File: config.mk
export PLATFORM = sky130hd
export DESIGN_NAME = ccc_top
export DESIGN_NICKNAME = d
export VERILOG_FILES = /design/src/core/ccc_top.v
export VERILOG_INCLUDE_DIRS = /design/src /design/src/core
export SDC_FILE = /design/constraint.sdc
export NUM_CORES = 1
export LEC_CHECK = 0
export BUFFER_PORTS_ARGS = -buffer_cell sky130_fd_sc_hd__buf_2
export CAP_MARGIN = 20
export CORE_UTILIZATION = 40
export DETAILED_ROUTE_END_ITERATION = 10
export PLACE_DENSITY = 0.66
export SYNTH_ARGS = -nofsm -noshare
export SYNTH_HDL_FRONTEND = slang
export SYNTH_SLANG_ARGS = --single-unit
File: constraint.sdc
create_clock -name mclk_i -period 16.6 [get_ports mclk_i]
set_input_delay 1.66 -clock mclk_i [delete_from_list [all_inputs] [get_ports mclk_i]]
set_output_delay 1.66 -clock mclk_i [all_outputs]
set_load 0.02 [all_outputs]
File: src/core/ccc_consts.vh
`ifndef CCC_CONSTS_VH
`define CCC_CONSTS_VH

// Level and bus widths
`define CCC_LW 10
`define CCC_AW 8
`define CCC_DW 32

// Register byte addresses
`define CCC_OFF_CTRL0 8'h94
`define CCC_OFF_CTRL1 8'h98
`define CCC_OFF_CTRL2 8'h9C
`define CCC_OFF_CTRL3 8'hA0
`define CCC_OFF_STAT 8'hA4
`define CCC_OFF_CFG 8'hA8

// Control register fields
`define CCC_CTRL_RST 8'h00
`define CCC_B_ON 7
`define CCC_B_IE 6
`define CCC_IS_HI 5
`define CCC_IS_LO 4
`define CCC_B_BIT3 3
`define CCC_NS_HI 2
`define CCC_NS_LO 0

// Status register fields
`define CCC_ST_RES_LO 0
`define CCC_ST_FLG_LO 4

// Config register fields
`define CCC_CFG_HALF 0
`define CCC_CFG_AMP_LO 1

// Event edge codes
`define CCC_EDGE_ANY 2'h0
`define CCC_EDGE_RSV 2'h1
`define CCC_EDGE_FALL 2'h2
`define CCC_EDGE_RISE 2'h3

// Negative input codes
`define CCC_NEG_D640 3'h0
`define CCC_NEG_D320 3'h1
`define CCC_NEG_D213 3'h2
`define CCC_NEG_D160 3'h3
`define CCC_NEG_BGAP 3'h4
`define CCC_NEG_DAC 3'h5
`define CCC_NEG_PIN 3'h6
`define CCC_NEG_RSV 3'h7

// Reference source codes
`define CCC_REF_AREF 2'h0
`define CCC_REF_AVCC 2'h1
`define CCC_REF_INT 2'h3

// Divider scale factors
`define CCC_MUL10 17'h0000A
`define CCC_MUL100 17'h00064
`define CCC_DIV213 17'h000D5
`define CCC_SH_D640 6
`define CCC_SH_D320 5
`define CCC_SH_D160 4
`define CCC_LVL_MAX 10'h3FF

`endif

File: src/core/ccc_top.v
// Behaviour
// [RL1] Four channels, own positive, selectable negative
// [RL2] Result high when positive exceeds negative
// [RL3] Sample on I/O clock, optionally halved
// [RL4] One dedicated interrupt request per channel
// [RL5] Edge select: toggle, falling, rising; 01 reserved
// [RL6] Control bit 7 enables the channel
// [RL7] Control bit 6 gates the interrupt request
// [RL8] Event flags serve as conversion start triggers
// [RL9] Channel 1 result can feed timer capture
// [RL10] Amplifier link: amp input, amp clock
// [RL11] Channel 0 bit 3 picks PLL clock
// [RL12] Negative select: four taps, bandgap, DAC
// [RL13] Taps divide the converter-selected reference
// [RL14] Control registers reset to all zeros
// [RL15] Code 110 shared pin; 111 reserved
// [RL16] Capture edge follows capture edge polarity
// [RL17] Flag sets regardless; clears on ack or W1C
//
// The APB register port is this design's own decision.
`timescale 1ns/1ps
`include "ccc_consts.vh"

module ccc_top (
  // Clock and reset
  input wire mclk_i,
  input wire srst_i,
  // APB slave
  input wire psel_i,
  input wire penable_i,
  input wire pwrite_i,
  input wire [`CCC_AW-1:0] paddr_i,
  input wire [`CCC_DW-1:0] pwdata_i,
  output reg [`CCC_DW-1:0] prdata_o,
  output wire pready_o,
  output wire pslverr_o,
  // Analog levels, digitised
  input wire [4*`CCC_LW-1:0] pos_level_i,
  input wire [3*`CCC_LW-1:0] amp_level_i,
  input wire [`CCC_LW-1:0] shared_negative_pin_i,
  input wire [`CCC_LW-1:0] bandgap_level_i,
  input wire [`CCC_LW-1:0] dac_level_i,
  input wire [`CCC_LW-1:0] ref_aref_level_i,
  input wire [`CCC_LW-1:0] ref_avcc_level_i,
  input wire [`CCC_LW-1:0] ref_int_level_i,
  input wire [1:0] reference_select_i,
  // Sampling strobes
  input wire pll_tick_i,
  input wire [2:0] amp_tick_i,
  // Timer and interrupt controller
  input wire capture_edge_polarity_i,
  input wire [3:0] irq_ack_i,
  // Channel outputs
  output wire [3:0] comparator_result_o,
  output wire [3:0] channel_event_flag_o,
  output wire [3:0] irq_o,
  output wire [3:0] conv_trigger_o,
  output wire capture_source_o,
  output wire capture_trigger_o
);

  // ------------------------------------------------------------
  // Helpers
  // ------------------------------------------------------------
  function [`CCC_LW-1:0] tap_shift;
    input [`CCC_LW-1:0] v;
    input integer sh;
    reg [16:0] p;
    begin
      p = {7'h00, v} * `CCC_MUL10;
      p = p >> sh;
      tap_shift = p[`CCC_LW-1:0];
    end
  endfunction

  function [`CCC_LW-1:0] tap_213;
    input [`CCC_LW-1:0] v;
    reg [16:0] p;
    begin
      p = {7'h00, v} * `CCC_MUL100;
      p = p / `CCC_DIV213;
      tap_213 = p[`CCC_LW-1:0];
    end
  endfunction

  function [`CCC_LW-1:0] lvl;
    input [4*`CCC_LW-1:0] bus;
    input integer idx;
    begin
      lvl = bus[idx*`CCC_LW +: `CCC_LW];
    end
  endfunction

  // ------------------------------------------------------------
  // Register bus
  // ------------------------------------------------------------
  reg [7:0] ctrl_q [0:3];
  reg half_cfg_q;
  reg [2:0] amp_link_q;
  reg [3:0] flag_q;
  reg [3:0] result_q;
  reg err_q;

  wire setup = psel_i & ~penable_i;
  wire acc = psel_i & penable_i;
  wire wr_acc = acc & pwrite_i & ~err_q;

  reg [`CCC_DW-1:0] rd_d;
  reg hit_d;
  always @* begin
    rd_d = {`CCC_DW{1'b0}};
    hit_d = 1'b1;
    case (paddr_i)
      `CCC_OFF_CTRL0: rd_d[7:0] = ctrl_q[0];
      `CCC_OFF_CTRL1: rd_d[7:0] = ctrl_q[1];
      `CCC_OFF_CTRL2: rd_d[7:0] = ctrl_q[2];
      `CCC_OFF_CTRL3: rd_d[7:0] = ctrl_q[3];
      `CCC_OFF_STAT: begin
        rd_d[`CCC_ST_RES_LO +: 4] = result_q;
        rd_d[`CCC_ST_FLG_LO +: 4] = flag_q;
      end
      `CCC_OFF_CFG: begin
        rd_d[`CCC_CFG_HALF] = half_cfg_q;
        rd_d[`CCC_CFG_AMP_LO +: 3] = amp_link_q;
      end
      default: hit_d = 1'b0;
    endcase
  end

  // Read data and decode error are captured in the setup cycle
  always @(posedge mclk_i) begin
    if (srst_i) begin
      prdata_o <= {`CCC_DW{1'b0}};
      err_q <= 1'b0;
    end else if (setup) begin
      prdata_o <= pwrite_i ? {`CCC_DW{1'b0}} : rd_d;
      err_q <= ~hit_d;
    end
  end

  assign pready_o = 1'b1;
  assign pslverr_o = acc & err_q;

  // Bit 3 exists only in channels 0 and 1
  integer k;
  always @(posedge mclk_i) begin
    if (srst_i) begin
      for (k = 0; k < 4; k = k + 1) begin
        ctrl_q[k] <= `CCC_CTRL_RST; // [RL14]
      end
      half_cfg_q <= 1'b0;
      amp_link_q <= 3'h0;
    end else if (wr_acc) begin
      case (paddr_i)
        `CCC_OFF_CTRL0: ctrl_q[0] <= pwdata_i[7:0]; // [RL6] [RL7]
        `CCC_OFF_CTRL1: ctrl_q[1] <= pwdata_i[7:0];
        `CCC_OFF_CTRL2: ctrl_q[2] <= pwdata_i[7:0] & 8'hF7;
        `CCC_OFF_CTRL3: ctrl_q[3] <= pwdata_i[7:0] & 8'hF7;
        `CCC_OFF_CFG: begin
          half_cfg_q <= pwdata_i[`CCC_CFG_HALF];
          amp_link_q <= pwdata_i[`CCC_CFG_AMP_LO +: 3];
        end
        default: ;
      endcase
    end
  end

  wire stat_wr = wr_acc & (paddr_i == `CCC_OFF_STAT);
  wire [3:0] w1c = stat_wr ? pwdata_i[`CCC_ST_FLG_LO +: 4] : 4'h0;

  // ------------------------------------------------------------
  // Sample strobes
  // ------------------------------------------------------------
  reg half_q;
  wire pll_src = ctrl_q[0][`CCC_B_BIT3];
  wire base_tick = pll_src ? pll_tick_i : 1'b1; // [RL11]
  wire io_tick = base_tick & (~half_cfg_q | half_q); // [RL3]

  always @(posedge mclk_i) begin
    if (srst_i) begin
      half_q <= 1'b0;
    end else if (base_tick) begin
      half_q <= ~half_q;
    end
  end

  // ------------------------------------------------------------
  // Negative reference taps
  // ------------------------------------------------------------
  reg [`CCC_LW-1:0] vref;
  always @* begin
    case (reference_select_i) // [RL13]
      `CCC_REF_AVCC: vref = ref_avcc_level_i;
      `CCC_REF_INT: vref = ref_int_level_i;
      default: vref = ref_aref_level_i;
    endcase
  end

  wire [`CCC_LW-1:0] t640 = tap_shift(vref, `CCC_SH_D640);
  wire [`CCC_LW-1:0] t320 = tap_shift(vref, `CCC_SH_D320);
  wire [`CCC_LW-1:0] t213 = tap_213(vref);
  wire [`CCC_LW-1:0] t160 = tap_shift(vref, `CCC_SH_D160);

  // ------------------------------------------------------------
  // Channels
  // ------------------------------------------------------------
  wire [3:0] rise;
  wire [3:0] fall;
  wire [3:0] evt;
  reg [3:0] flag_d;
  reg [3:0] flag_prev_q;

  genvar n;
  generate
    for (n = 0; n < 4; n = n + 1) begin : g_ch
      wire [7:0] c = ctrl_q[n];
      wire on = c[`CCC_B_ON];
      wire [1:0] es = c[`CCC_IS_HI:`CCC_IS_LO];
      wire [2:0] ns = c[`CCC_NS_HI:`CCC_NS_LO];
      wire link;
      wire tick;
      wire [`CCC_LW-1:0] pos;
      reg [`CCC_LW-1:0] neg;
      reg above;

      if (n < 3) begin : g_amp
        assign link = amp_link_q[n];
        assign pos = link ? amp_level_i[n*`CCC_LW +: `CCC_LW]
                          : lvl(pos_level_i, n); // [RL10]
        assign tick = link ? amp_tick_i[n] : io_tick; // [RL10]
      end else begin : g_pin
        assign link = 1'b0;
        assign pos = lvl(pos_level_i, n); // [RL1]
        assign tick = io_tick;
      end

      always @* begin
        above = 1'b1;
        case (ns) // [RL12] [RL15]
          `CCC_NEG_D640: neg = t640;
          `CCC_NEG_D320: neg = t320;
          `CCC_NEG_D213: neg = t213;
          `CCC_NEG_D160: neg = t160;
          `CCC_NEG_BGAP: neg = bandgap_level_i;
          `CCC_NEG_DAC: neg = dac_level_i;
          `CCC_NEG_PIN: neg = shared_negative_pin_i;
          default: begin
            neg = `CCC_LVL_MAX;
            above = 1'b0;
          end
        endcase
        above = above & (pos > neg); // [RL2]
      end

      // Disabled channel holds its result low and samples nothing
      always @(posedge mclk_i) begin
        if (srst_i) begin
          result_q[n] <= 1'b0;
        end else if (!on) begin
          result_q[n] <= 1'b0; // [RL6]
        end else if (tick) begin
          result_q[n] <= above; // [RL3]
        end
      end

      reg res_prev_q;
      always @(posedge mclk_i) begin
        if (srst_i) begin
          res_prev_q <= 1'b0;
        end else begin
          res_prev_q <= result_q[n];
        end
      end

      assign rise[n] = on & result_q[n] & ~res_prev_q;
      assign fall[n] = on & ~result_q[n] & res_prev_q;

      reg e;
      always @* begin
        case (es) // [RL5]
          `CCC_EDGE_ANY: e = rise[n] | fall[n];
          `CCC_EDGE_FALL: e = fall[n];
          `CCC_EDGE_RISE: e = rise[n];
          default: e = 1'b0;
        endcase
      end
      assign evt[n] = e;

      // Set wins over a clear in the same cycle
      always @* begin
        flag_d[n] = flag_q[n];
        if (irq_ack_i[n] | w1c[n]) begin
          flag_d[n] = 1'b0; // [RL17]
        end
        if (evt[n]) begin
          flag_d[n] = 1'b1; // [RL17]
        end
      end

      assign irq_o[n] = flag_q[n] & c[`CCC_B_IE]; // [RL4] [RL7]
    end
  endgenerate

  always @(posedge mclk_i) begin
    if (srst_i) begin
      flag_q <= 4'h0;
      flag_prev_q <= 4'h0;
    end else begin
      flag_q <= flag_d;
      flag_prev_q <= flag_q;
    end
  end

  // ------------------------------------------------------------
  // Trigger outputs
  // ------------------------------------------------------------
  assign comparator_result_o = result_q;
  assign channel_event_flag_o = flag_q;
  assign conv_trigger_o = flag_q & ~flag_prev_q; // [RL8]

  wire cap_en = ctrl_q[1][`CCC_B_BIT3];
  assign capture_source_o = cap_en & result_q[1]; // [RL9]
  assign capture_trigger_o = cap_en &
    (capture_edge_polarity_i ? rise[1] : fall[1]); // [RL16]

endmodule // ccc_top

# ---- After elaboration in Yosys (flattened, before gate mapping)
# Memory sizes are Yosys's and may differ from the RTL's.
# Cells that the tools add are included.
dict set report classes {
  n_mul 2
  div 1
  magnitude_cmp 4
  n_eq_ne 40
  n_mux 56
  bitwise_logic 65
  reduce_logical 22
}
# operator count
set ops {}
lappend ops {{$pmux 10 s7} 4}
lappend ops {{$eq 8x8->1 const B} 6}
lappend ops {{$gt 10x10->1} 4}
lappend ops {{$mux 8} 5}
lappend ops {{$eq 3x3->1 const B} 12}
lappend ops {{$mux 1} 36}
lappend ops {{$and 1x1->1} 33}
lappend ops {{$mux 10} 3}
lappend ops {{$reduce_or 7->1} 4}
lappend ops {{$eq 3x2->1 const B} 8}
lappend ops {{$pmux 4 s6} 1}
lappend ops {{$pmux 10 s2} 1}
lappend ops {{$pmux 4 s5} 1}
lappend ops {{$eq 2x2->1 const B} 9}
lappend ops {{$div 17x8->17 const B} 1}
lappend ops {{$not 1->1} 17}
lappend ops {{$mul 10x5->15 const B} 1}
lappend ops {{$mul 10x3->13 const B} 1}
lappend ops {{$or 1x1->1} 13}
lappend ops {{$eq 3x1->1 const B} 4}
lappend ops {{$logic_not 3->1} 4}
lappend ops {{$pmux 1 s3} 4}
lappend ops {{$logic_not 2->1} 4}
lappend ops {{$reduce_bool 2->1} 4}
lappend ops {{other kinds (7)} 10}
dict set report word_totals {
  ff_bits 54
  ramBits 32
  in_bits 186
  out_inout_bits 52
  elab_cells 209
  n_memories 1
}
# name words width rd rd_ports_with_merged_regs write_ports line_no
set memory_table {}
lappend memory_table {ctrl_q 4 8 4 0 4 ccc_top.v:97} ;# reg [7:0] ctrl_q [0:3];

# ---- Depth between registers and ports, before layout
# Gate-level depths: netlist of the first run.
dict set report depth {
  word_depth 8
  mapped_depth 79
  mapped_depth_nobuf 68
}

# ---- Worst setup path before layout of the first run
# OpenSTA, ideal clock, no wires.
dict set report synth_path {
  path_kind {input port to flip-flop}
  start {input port reference_select_i[0]}
  end {register result_q[0], in the netlist comparator_result_o[0]}
  setup_time_ps 116
  arrival_time_ps 17027
  required_ps 16484
  slack_ps -542
  path_stages 74
  path_buffers 6
  cell_sequence {clkbuf_1 buf_1 nor2_1 a21oi_1 ha_1 ha_1 inv_1 fa_1 inv_1 ha_1 buf_2 a21o_1 a221oi_2 o21bai_1 xor2_1 a21oi_1 o41ai_1 o2111ai_1 [38 not listed] nand3_1 a31o_1 ha_1 nor2b_1 o21ai_0 nand2b_1 a21oi_1 nor2b_1 o21ai_0 nand2b_1 a21oi_1 nor2b_1 o21ai_0 nand2b_1 a21oi_1 a311oi_1 mux2_2 and3_1}
}
dict set report synth_via {
  elab_chain_len 7
  elab_cells_between_ends 9
  cone_classes {2 x mul; 1 x div; 1 x order compare; 2 x eq/ne; 2 x mux; 1 x bitwise}
}
# element line_no
set synth_rtl {}
lappend synth_rtl {{start: declaration} ccc_top.v:46} ;# input wire [1:0] reference_select_i,
lappend synth_rtl {{$eq 2x2->1 / $eq 2x1->1 (equally long branches)} ccc_top.v:192} ;# case (reference_select_i)
lappend synth_rtl {{$pmux 10 s2 *} ccc_top.v:192}
lappend synth_rtl {{$mul 10x5->15 (no source line)} -}
lappend synth_rtl {{$div 17x8->17 (no source line)} -}
lappend synth_rtl {{$pmux 10 s7 *} ccc_top.v:239} ;# case (ns)
lappend synth_rtl {{$gt 10x10->1 *} ccc_top.v:252} ;# above = above & (pos > neg);
lappend synth_rtl {{$and 1x1->1 *} ccc_top.v:252}
lappend synth_rtl {{end signal: indexed assignment} ccc_top.v:262} ;# result_q[n] <= above;
lappend synth_rtl {{end: declaration} ccc_top.v:101} ;# reg [3:0] result_q;
# Mark *: on every way between the ends. The rest lies on a longest branch, timed or not.
# A chain may end at the register's enable or synchronous reset.

# ---- Worst setup path in the final report of the first run
dict set report layout_path {
  start {input port reference_select_i[1]}
  end {register result_q[0], in the netlist comparator_result_o[0]}
}
# Same word-level chain as after synthesis.

==> results by group, run 1 <==
Hold path
  – Hold WC Path Type: register to register
  – Hold path cells: 2

Timing
  – Setup violators final: 0
  – Max Freq: 62.22 MHz
  – Tmin final: 16.07 ns
  – Final hold viol count: 0
  – Slew headroom: 36.14%
  – Final period util: 96.81%
  – Post-route setup slack: between 0.5 and 0.6 ns
  – Max-slew violations: 0
  – Post-Route Skew: 0.002564 ns
  – Worst-Margin Slew: 0.9492 ns

Placed design
  – HPWL Detailed: between 40 and 50 mm
  – Worst slack, placed: -0.6772 ns
  – Routability cong.: just under 1
  – Number of buffers added on ports: 188

Finish
  – Nets: 2,697
  – Layout cells sized above 1: a little under two fifths
  – Commonest non-fill, non-tap cells in the layout: buf_4 (448), buf_2 (188), nor2_1 (139), nand2_1 (136), o21ai_0 (134)
  – Most common cell after layout, fill and taps aside: buf_4
  – ANT cells: 0
  – P&R area growth vs syn: 40.58%
  – Fill count: slightly above 3,000

Critical path
  – Crit path arrival time: around 16 ns
  – Worst-path maximum fanout: 11
  – Slowest stage delay, CP: ~0.61 ns
  – Critical Path Slowest Stage Cell: or4_4
  – CP startpoint kind: input port
  – Most frequent CP cell: buf_4
  – Cell family with most CP delay: compound AO/OA/AOI/OAI gates
  – CP endpoint kind: register
  – FF-to-FF path depth: 21
  – Crit path depth: 70
  – Setup CP Type: input port to register
  – CP required: 16.82 ns
  – WP buf/inv: 9

Die
  – Row count: 67
  – Die width: 186.8 µm
  – Vert. Die Dim: ~190 µm
  – Top Ports: approximately 240
  – Core Region: 0.03353 mm²
  – DIE AREA: 0.03489 mm²
  – Initial core utilization: 40.74%

Clock tree
  – Num CTS Buffers: 9
  – CTS Hold Buffers Added: 0
  – CTS sink cnt: 60
  – CTS tree: done
  – Worst-path clk slew: about 0.050 ns
  – Clock root buffer: clkbuf_16
  – Max clock buf depth: 2
  – H-tree depth: 3
  – Worst skew pair latency: 0.33 ns

Yosys
  – Synth Warn #: 0
  – Largest family of logic cells by synthesized area: compound AO/OA/AOI/OAI gates
  – Syn Inst Count: between 1,500 and 2,000
  – Synth unique cells: 111
  – Ys flop type: edfxtp_1
  – EDFF count, synth: 30
  – Post-synthesis area per instance: 7.395 µm²
  – Cell Area, Synth: 0.01366 mm²
  – Ys async rst share: 0%
  – Post-synthesis compound-gate area fraction: around 34%
  – Synth Area in Adders: 9.856%
  – Xor/xnor share of the synthesized area: approximately 5.5%
  – Post-Synth Simple-Gate Area: 23.87%
  – Sequential-to-total area share from yosys stat: 10.99%
  – Post-synthesis register bit count: 60
  – Mux contribution to synthesized area: about a tenth

GRT
  – Overflow after GRT: 0
  – Initial antenna violation count: 3
  – Largest net degree at the start of global routing: 43
  – Gr usage total: 28.86%
  – Number of global-route vias before repair: 16,200
  – First-pass GRT wire length: 83.65 mm

Detailed routing
  – Remaining DRCs: 0
  – Wire per inst: 18.68 µm
  – Vias: 17,130
  – Starting DRT DRC Count: 1,923
  – Drt via density: 5.991
  – Final ANT Viol Nets: 0
  – Wirelength, routed: 53.41 mm
  – Drt first pass iters: 6

Status
  – Status: finished, final reports clean

Flow run
  – Max Cap Viol: 0
## logic make-up after synthesis
logic type / Yosys count
and+or+nand+nor: 633
xor gates and xnor gates: 81
muxes: 123
DFF: 60
AOI/OAI and AO/OA: 672
adders and majority gates: 104
buffers and inverters: 172
other: 2
## cells in the mapped netlist, types with 9 or more instances
cell type / n / area, µm²
buf_2: 10 / 50.05
mux2_2: 64 / 720.7
o21ai_0: 148 / 740.7
a21o_1: 37 / 277.8
o22ai_1: 22 / 137.6
a311oi_1: 10 / 87.58
o221ai_1: 24 / 210.2
or3_1: 17 / 106.4
o211ai_1: 25 / 187.7
ha_1: 98 / 1226
nor2_1: 142 / 533.0
nand2_1: 138 / 518.0
nor3_1: 39 / 195.2
and2_1: 52 / 325.3
a31oi_1: 28 / 175.2
buf_4: 28 / 210.2
o21ai_1: 12 / 60.06
a222oi_1: 9 / 90.09
xnor2_1: 61 / 534.3
buf_1: 14 / 52.55
a22oi_1: 23 / 172.7
nor4_1: 17 / 106.4
inv_1: 50 / 187.7
edfxtp_1: 30 / 900.9
dfxtp_1: 30 / 600.6
o21bai_1: 12 / 90.09
o21a_1: 14 / 105.1
nor2b_1: 27 / 168.9
mux2i_1: 51 / 510.5
a211oi_1: 23 / 172.7
clkbuf_1: 66 / 247.7
nand2b_1: 29 / 181.4
xor2_1: 17 / 148.9
o31ai_1: 17 / 127.6
and3_1: 22 / 137.6
a21oi_1: 136 / 680.7
nand3_1: 64 / 320.3
or2_2: 9 / 56.30
nand4_1: 30 / 187.7
## flip-flops by register name (all words and copies together), names as in the netlist
register              count
half_q                    1
half_cfg_q                1
channel_event_flag_o      4
ctrl_q                   30
err_q                     1
prdata_o                  8
comparator_result_o       4
flag_prev_q               4
g_ch.res_prev_q           4
amp_link_q                3
## worst paths after layout
path | start | to | slack (ns)
max | reference_select_i[1] | comparator_result_o[0]$_SDFFE_PP0P_ | 0.53
min | err_q$_SDFFE_PP0P_ | err_q$_SDFFE_PP0P_ | 0.51
max reg2reg | ctrl_q[0][0]$_SDFFCE_PN0P_ | comparator_result_o[0]$_SDFFE_PP0P_ | 12.66
min reg2reg | err_q$_SDFFE_PP0P_ | err_q$_SDFFE_PP0P_ | 0.51
## stage by stage
stage	setup TNS, ns	util, %	cells	hold WS [ns]	cell area, µm²
3_3_place_gp	-0.5403	53.54	2812	0.4861	17950
2_1_floorplan	0	-	1870	0.4629	13820
3_5_place_dp	-0.7729	53.56	2813	0.5058	17960
4_1_cts	0	54.82	2835	0.5148	18380
5_1_grt	-0.1401	57.26	2859	0.5338	19200
6_report	0	57.26	2859	0.5134	19200
## cell type report
type	count	area (µm²)	area share, %
multi-input cells	1639	12260	63.83
repair buffers	644	4403	22.93
flip-flops and latches	60	1501	7.819
well taps	448	560.5	2.919
clock buffers	9	225.2	1.173
inverters	53	198.9	1.036
clock inverters	6	56.30	0.2932
## timing repair
action | CTS | global route
resized for setup | 17 | 125
setup buffers | 7 | 19
gates cloned | 0 | 1
setup endpoints to repair | 1 | 4
pin swaps | 6 | 47
## routing by layer
layer	track usage [%]	vias up	share of wire (%)	wire (µm)
met4	8.071	4	2.8	1521
li1	-	8190	-	-
met2	47.32	752	46	24450
met5	0	-	0.036	19
met1	39.56	8076	44	23440
met3	3.611	105	7.4	3975
## worst min-delay path, stage by stage (launching register included)
cell      delay (ns)
dfxtp_1         0.31
inv_1           0.07
a221oi_1        0.07
Power of run 1 is not shown: default switching activity piles up to over one toggle a cycle in this logic, so the estimate is an artifact.
==> inputs of run 2 (changes only) <==
- BUFFER_PORTS_ARGS: -buffer_cell sky130_fd_sc_hd__buf_2 -> -buffer_cell sky130_fd_sc_hd__buf_4
- CELL_PAD_IN_SITES_DETAIL_PLACEMENT: unset -> 1
- CELL_PAD_IN_SITES_GLOBAL_PLACEMENT: unset -> 2
- CORE_UTILIZATION: 40 -> 30
- PLACE_DENSITY: 0.66 -> 0.82
- SLEW_MARGIN: unset -> 25
==> run 2 against run 1 <==
Net effect: critical path depth up 6; cell count up 8.6%; non-clock buffer count up 102; count of clock-buffer cells in the layout unchanged; core utilization down 9.3 points; maximum frequency down 0.43%; worst setup slack worse by 0.069 ns; global-route usage down 2.3 points; cell area up 11%; first-iteration DRC count down 41%; die area up 33%.
==> results by group, run 2 (synthesis gave the netlist of run 1 again) <==
Status
  – Status: finished, final reports clean

Critical path
  – CP startpoint kind: input port
  – Critical Path Slowest Stage Cell: or4_4
  – Cell family with most CP delay: compound AO/OA/AOI/OAI gates
  – Most frequent CP cell: buf_4
  – Slowest stage delay, CP: 0.57 ns (-0.04 ns)
  – CP required: 16.87 ns (+0.05 ns)
  – CP endpoint kind: register
  – Crit path arrival time: 16.41 ns (+0.12 ns)
  – WP buf/inv: 16 (+7)
  – Worst-path maximum fanout: 7 (-4)
  – Setup CP Type: input port to register

Die
  – Core Region: 0.04461 mm² (+33%)
  – Initial core utilization: 30.62% (-10 points)
  – Vert. Die Dim: 215.4 µm (+15%)
  – Die width: 215.4 µm (+15%)
  – DIE AREA: 0.04639 mm² (+33%)
  – Top Ports: 238 (unchanged)
  – Row count: 77 (+15%)

GRT
  – Largest net degree at the start of global routing: 44 (+2.3%)
  – Number of global-route vias before repair: 18,430 (+14%)
  – Overflow after GRT: 0 (unchanged)
  – Gr usage total: 26.59% (-2.3 points)
  – First-pass GRT wire length: 100.8 mm (+21%)
  – Initial antenna violation count: 1 (-2)

Placed design
  – Number of buffers added on ports: 188 (unchanged)
  – Worst slack, placed: -1.603 ns (-0.9259 ns)
  – Routability cong.: 0.9233 (-5.1%)
  – HPWL Detailed: 52.28 mm (+22%)

Timing
  – Final hold viol count: 0 (unchanged)
  – Tmin final: 16.14 ns (+0.06873 ns)
  – Post-Route Skew: 0.006411 ns (+0.003847 ns)
  – Post-route setup slack: 0.4605 ns (-0.06873 ns)
  – Final period util: 97.23% (+0.41 points)
  – Setup violators final: 0 (unchanged)
  – Max-slew violations: 0 (unchanged)
  – Worst-Margin Slew: 1.056 ns (+0.1068 ns)
  – Slew headroom: 28.95% (-7.2 points)
  – Max Freq: 61.96 MHz (-0.43%)

Finish
  – Max FFs per register: 30 (unchanged)
  – Largest Register: ctrl_q
  – Footprint of the multi-input gates: 0.01286 mm² (+5.0%)
  – ANT cells: 0 (unchanged)
  – Largest regs: ctrl_q x30, prdata_o x8
  – Commonest non-fill, non-tap cells in the layout: buf_4 (714), nand2_1 (137), nor2_1 (136), o21ai_0 (124), a21oi_1 (120)
  – P&R area growth vs syn: 56.70%
  – Layout cells sized above 1: 42.30% (+5.6 points)
  – FF+latch area: 0.001501 mm² (unchanged)
  – Nets: 2,798 (+3.7%)
  – Most common cell after layout, fill and taps aside: buf_4
  – Fill count: 5,384 (+73%)

Clock tree
  – CTS tree: done
  – CTS sink cnt: 60 (unchanged)
  – Worst skew pair latency: 0.33 ns (about the same)
  – Clock root buffer: clkbuf_16
  – Max clock buf depth: 2 (unchanged)
  – CTS Hold Buffers Added: 0 (unchanged)
  – H-tree depth: 3 (unchanged)
  – Num CTS Buffers: 9 (unchanged)
  – Worst-path clk slew: 0.05 ns (about the same)

Detailed routing
  – Starting DRT DRC Count: 1,130 (-41%)
  – Drt via density: 5.774 (-3.6%)
  – Wirelength, routed: 65.90 mm (+23%)
  – Drt first pass iters: 7 (+1)
  – Remaining DRCs: 0 (unchanged)
  – Vias: 17,930 (+4.7%)
  – Wire per inst: 21.22 µm (+14%)
  – Final ANT Viol Nets: 0 (unchanged)

Hold path
  – Hold WC Path Type: register to register

Flow run
  – Max Cap Viol: 0 (unchanged)
-- run 2: cell count changes in the layout (fill, tap and decap cells not counted), sizes merged --
cell      delta
buf        +105
clkbuf       -3
bufinv       +2
clkinvlp     -1
a31oi        -1
-- run 2: area by class of cell --
cell class	instances	area share, %
tap	592	3.461
clock buffer	9	1.052
multi-input combinational	1638	60.10
sequential	60	7.015
timing repair buffer	746	26.90
clock inverter	7	0.5378
inverter	53	0.9294
-- run 2: stage by stage --
step           TNS (ns)  cells  hold WS [ns]  utilization [%]  instance area [µm²]
2_1_floorplan         0   1870        0.4629                -                13820
3_3_place_gp     -1.090   3030        0.4944            42.99                19180
3_5_place_dp     -3.578   3030        0.4987            43.00                19180
4_1_cts               0   3076        0.5170            45.34                20230
5_1_grt         -0.1245   3105        0.5505            47.98                21400
6_report              0   3105        0.5168            47.98                21400
-- run 2: routing by layer --
metal / part of all wire, % / GRT usage (%) / routed length [µm]
met5: 0.021 / 0 / 14
met4: 1.9 / 5.508 / 1267
met3: 4.8 / 1.762 / 3181
met2: 49 / 46.15 / 32130
met1: 44 / 36.03 / 29310
-- run 2: worst paths after layout --
path,start,endpoint,slack (ns),cells past startpoint
worst min register to register,err_q$_SDFFE_PP0P_,err_q$_SDFFE_PP0P_,0.52,2
worst max-delay path,reference_select_i[1],comparator_result_o[0]$_SDFFE_PP0P_,0.46,76
worst max register to register,ctrl_q[0][0]$_SDFFCE_PN0P_,comparator_result_o[0]$_SDFFE_PP0P_,12.36,23
worst min-delay path,err_q$_SDFFE_PP0P_,err_q$_SDFFE_PP0P_,0.52,2
-- run 2: timing repair --
item	4_1_cts	5_1_grt
resized for setup	92	180
buffers inserted	30	31
setup endpoints to repair	4	4
pin swaps	33	101
-- run 2: tightest hold or removal path: cells and delay by family (launching register included) --
family	cells	cell delay, ns
buffers and inverters	1	0.07
DFF	1	0.31
AOI/OAI and AO/OA	1	0.08
Power of run 2 is left out for the same reason.
==> inputs of run 3 (changes only) <==
- clock period: 16.6 -> 12.94 ns (I/O delays scaled with it)
==> run 3 against run 2 <==
Net effect: the run now ends with negative setup slack left; sequential share of layout area shrank 0.26 points; routed wire length increased by 8.7%; worst setup slack lost 2.7 ns; count of clock-buffer cells in the layout rose by 2; first-iteration DRC count up 13%; cell area up 3.9%; largest cell class unchanged; worst hold slack got worse by 0.0042 ns; cell count increased by 1.9%; die area did not move; core utilization grew 1.9 points.
==> results by group, run 3 (synthesis gave the netlist of run 1 again) <==
Clock tree
  – Clock root buffer: clkbuf_16
  – CTS tree: done
  – Num CTS Buffers: 9 (unchanged)
  – CTS Hold Buffers Added: 0 (unchanged)
  – Worst skew pair latency: 0.33 ns (about the same)
  – CTS sink cnt: 60 (unchanged)
  – Worst-path clk slew: 0.05 ns (about the same)
  – Max clock buf depth: 2 (unchanged)
  – H-tree depth: 3 (unchanged)

Die
  – Initial core utilization: 30.62% (unchanged)
  – Core Region: 0.04461 mm² (unchanged)
  – Die width: 215.4 µm (unchanged)
  – DIE AREA: 0.04639 mm² (unchanged)
  – Top Ports: 238 (unchanged)
  – Vert. Die Dim: 215.4 µm (unchanged)
  – Row count: 77 (unchanged)

Finish
  – Largest Register: ctrl_q
  – Final cell count without fillers: 3,164 (+1.9%)
  – Commonest non-fill, non-tap cells in the layout: buf_4 (776), nor2_1 (134), nand2_1 (133), o21ai_0 (122), a21oi_1 (108)
  – P&R area growth vs syn: 62.84%
  – Largest regs: ctrl_q x30, prdata_o x8
  – Max FFs per register: 30 (unchanged)
  – Layout cells sized above 1: 45.42% (+3.1 points)
  – Most common cell after layout, fill and taps aside: buf_4
  – Nets: 2,852 (+1.9%)

GRT
  – Number of global-route vias before repair: 19,490 (+5.8%)
  – Gr usage total: 28.79% (+2.2 points)
  – Initial antenna violation count: 4 (+3)
  – Largest net degree at the start of global routing: 44 (unchanged)
  – Overflow after GRT: 0 (unchanged)
  – First-pass GRT wire length: 108.4 mm (+7.5%)

Timing
  – Final period util: 117.5%
  – Unrepaired setup endpoints after global routing: true
  – Post-Route Skew: 0.007343 ns (+0.0009318 ns)
  – Max-slew violations: 0 (unchanged)
  – Tmin final: 15.20 ns
  – Setup_tns: -8.159 ns (-8.159 ns)
  – Worst-Margin Slew: 1.029 ns (-0.02679 ns)
  – Max Freq: between 60 and 70 MHz
  – Setup violators final: 4 (+4)
  – Slew headroom: 31.39% (+2.4 points)
  – Final hold viol count: 0 (unchanged)
  – Post-route setup slack: -2.263 ns (-2.724 ns)

Detailed routing
  – Vias: 18,540 (+3.4%)
  – Drt via density: 5.861 (+1.5%)
  – Starting DRT DRC Count: 1,280 (+13%)
  – Remaining DRCs: 0 (unchanged)
  – Wirelength, routed: 71.63 mm (+8.7%)
  – Final ANT Viol Nets: 0 (unchanged)
  – Wire per inst: 22.64 µm (+6.7%)
  – Drt first pass iters: 6 (-1)

Status
  – Violated checks: negative setup slack
  – Status: finished, violations left

Placed design
  – Routability cong.: 0.9173 (-0.65%)
  – Worst slack, placed: -3.252 ns (-1.649 ns)
  – Post-Place Cells: 3,056 (+0.86%)
  – Number of buffers added on ports: 188 (unchanged)
  – HPWL Detailed: 54.54 mm (+4.3%)

Critical path
  – Slowest stage delay, CP: 0.52 ns (-0.05 ns)
  – CP required: 13.16 ns (-3.71 ns)
  – CP endpoint kind: register
  – WP buf/inv: 9 (-7)
  – Most frequent CP cell: buf_4
  – Cell family with most CP delay: compound AO/OA/AOI/OAI gates
  – Crit path arrival time: 15.42 ns (-0.99 ns)
  – Setup CP Type: input port to register
  – CP startpoint kind: input port
  – Critical Path Slowest Stage Cell: or4_4
  – Worst-path maximum fanout: 8 (+1)

Flow run
  – Max Cap Viol: 0 (unchanged)

Hold path
  – Hold WC Path Type: register to register
## run 3: changes by cell type in the layout (fill, tap and decap cells not counted), sizes merged
cell,delta
buf,+54
bufinv,-1
clkbuf,+2
clkinv,-1
diode,+5
## run 3: final timing paths
path	startpoint	to	slack, ns	cells past startpoint
hold / removal	err_q$_SDFFE_PP0P_	err_q$_SDFFE_PP0P_	0.51	2
setup reg to reg	ctrl_q[0][0]$_SDFFCE_PN0P_	comparator_result_o[0]$_SDFFE_PP0P_	9.17	21
hold reg to reg	err_q$_SDFFE_PP0P_	err_q$_SDFFE_PP0P_	0.51	2
setup / recovery	reference_select_i[1]	comparator_result_o[0]$_SDFFE_PP0P_	-2.26	69
## run 3: layout make-up
| cell class | instances | area, µm² |
|---|---|---|
| clock buffer | 11 | 232.7 |
| multi-input combinational | 1638 | 13340 |
| tap | 592 | 740.7 |
| antenna | 5 | 12.51 |
| timing repair buffer | 800 | 6140 |
| fill | 5351 | 22360 |
| sequential | 60 | 1501 |
| clock inverter | 5 | 76.32 |
| inverter | 53 | 198.9 |
## run 3: what timing repair did
item / CTS / global route
setup buffers: 61 / 28
gates resized for setup: 183 / 97
pin swaps: 114 / 77
endpoints found under the setup margin: 4 / 4
hold endpoints to repair: 0 / 0
## run 3: routing by layer
layer | share of wire, % | up-vias | global-route usage (%) | wire length (µm)
li1 | - | 8485 | - | -
met1 | 43 | 9328 | 37.33 | 30780
met2 | 50 | 615 | 51.28 | 35550
met3 | 5.2 | 115 | 2.946 | 3704
met4 | 2.2 | 0 | 5.863 | 1591
met5 | 0 | - | 0 | 0
## run 3: worst reg2reg max path, stage by stage, from the launching register on
cell and delay [ns]:
edfxtp_1 0.36, buf_4 0.34, nand2b_1 0.48, o21ai_0 0.15, nor2_1 0.14, a21oi_1 0.06
a311oi_1 0.25, ha_1 0.29, o21ai_1 0.08, nand2b_1 0.08, a21oi_2 0.12, nor2b_1 0.05
o21ai_1 0.12, nand2b_1 0.07, a21oi_1 0.13, nor2b_1 0.06, o21ai_1 0.11, nand2b_1 0.07
a21oi_1 0.14, a311oi_1 0.08, mux2_4 0.31, and3_1 0.17
## run 3: stage by stage
stage / utilization [%] / hold slack, ns / area (µm²)
final: 49.86 / 0.5126 / 22240
after global routing: 49.86 / 0.5571 / 22240
after CTS: 48.19 / 0.5082 / 21500
after detailed placement: 44.29 / 0.4997 / 19760
after global placement: 44.28 / 0.4931 / 19750
after floorplan: - / 0.4629 / 14280
Power of run 3 is left out for the same reason.
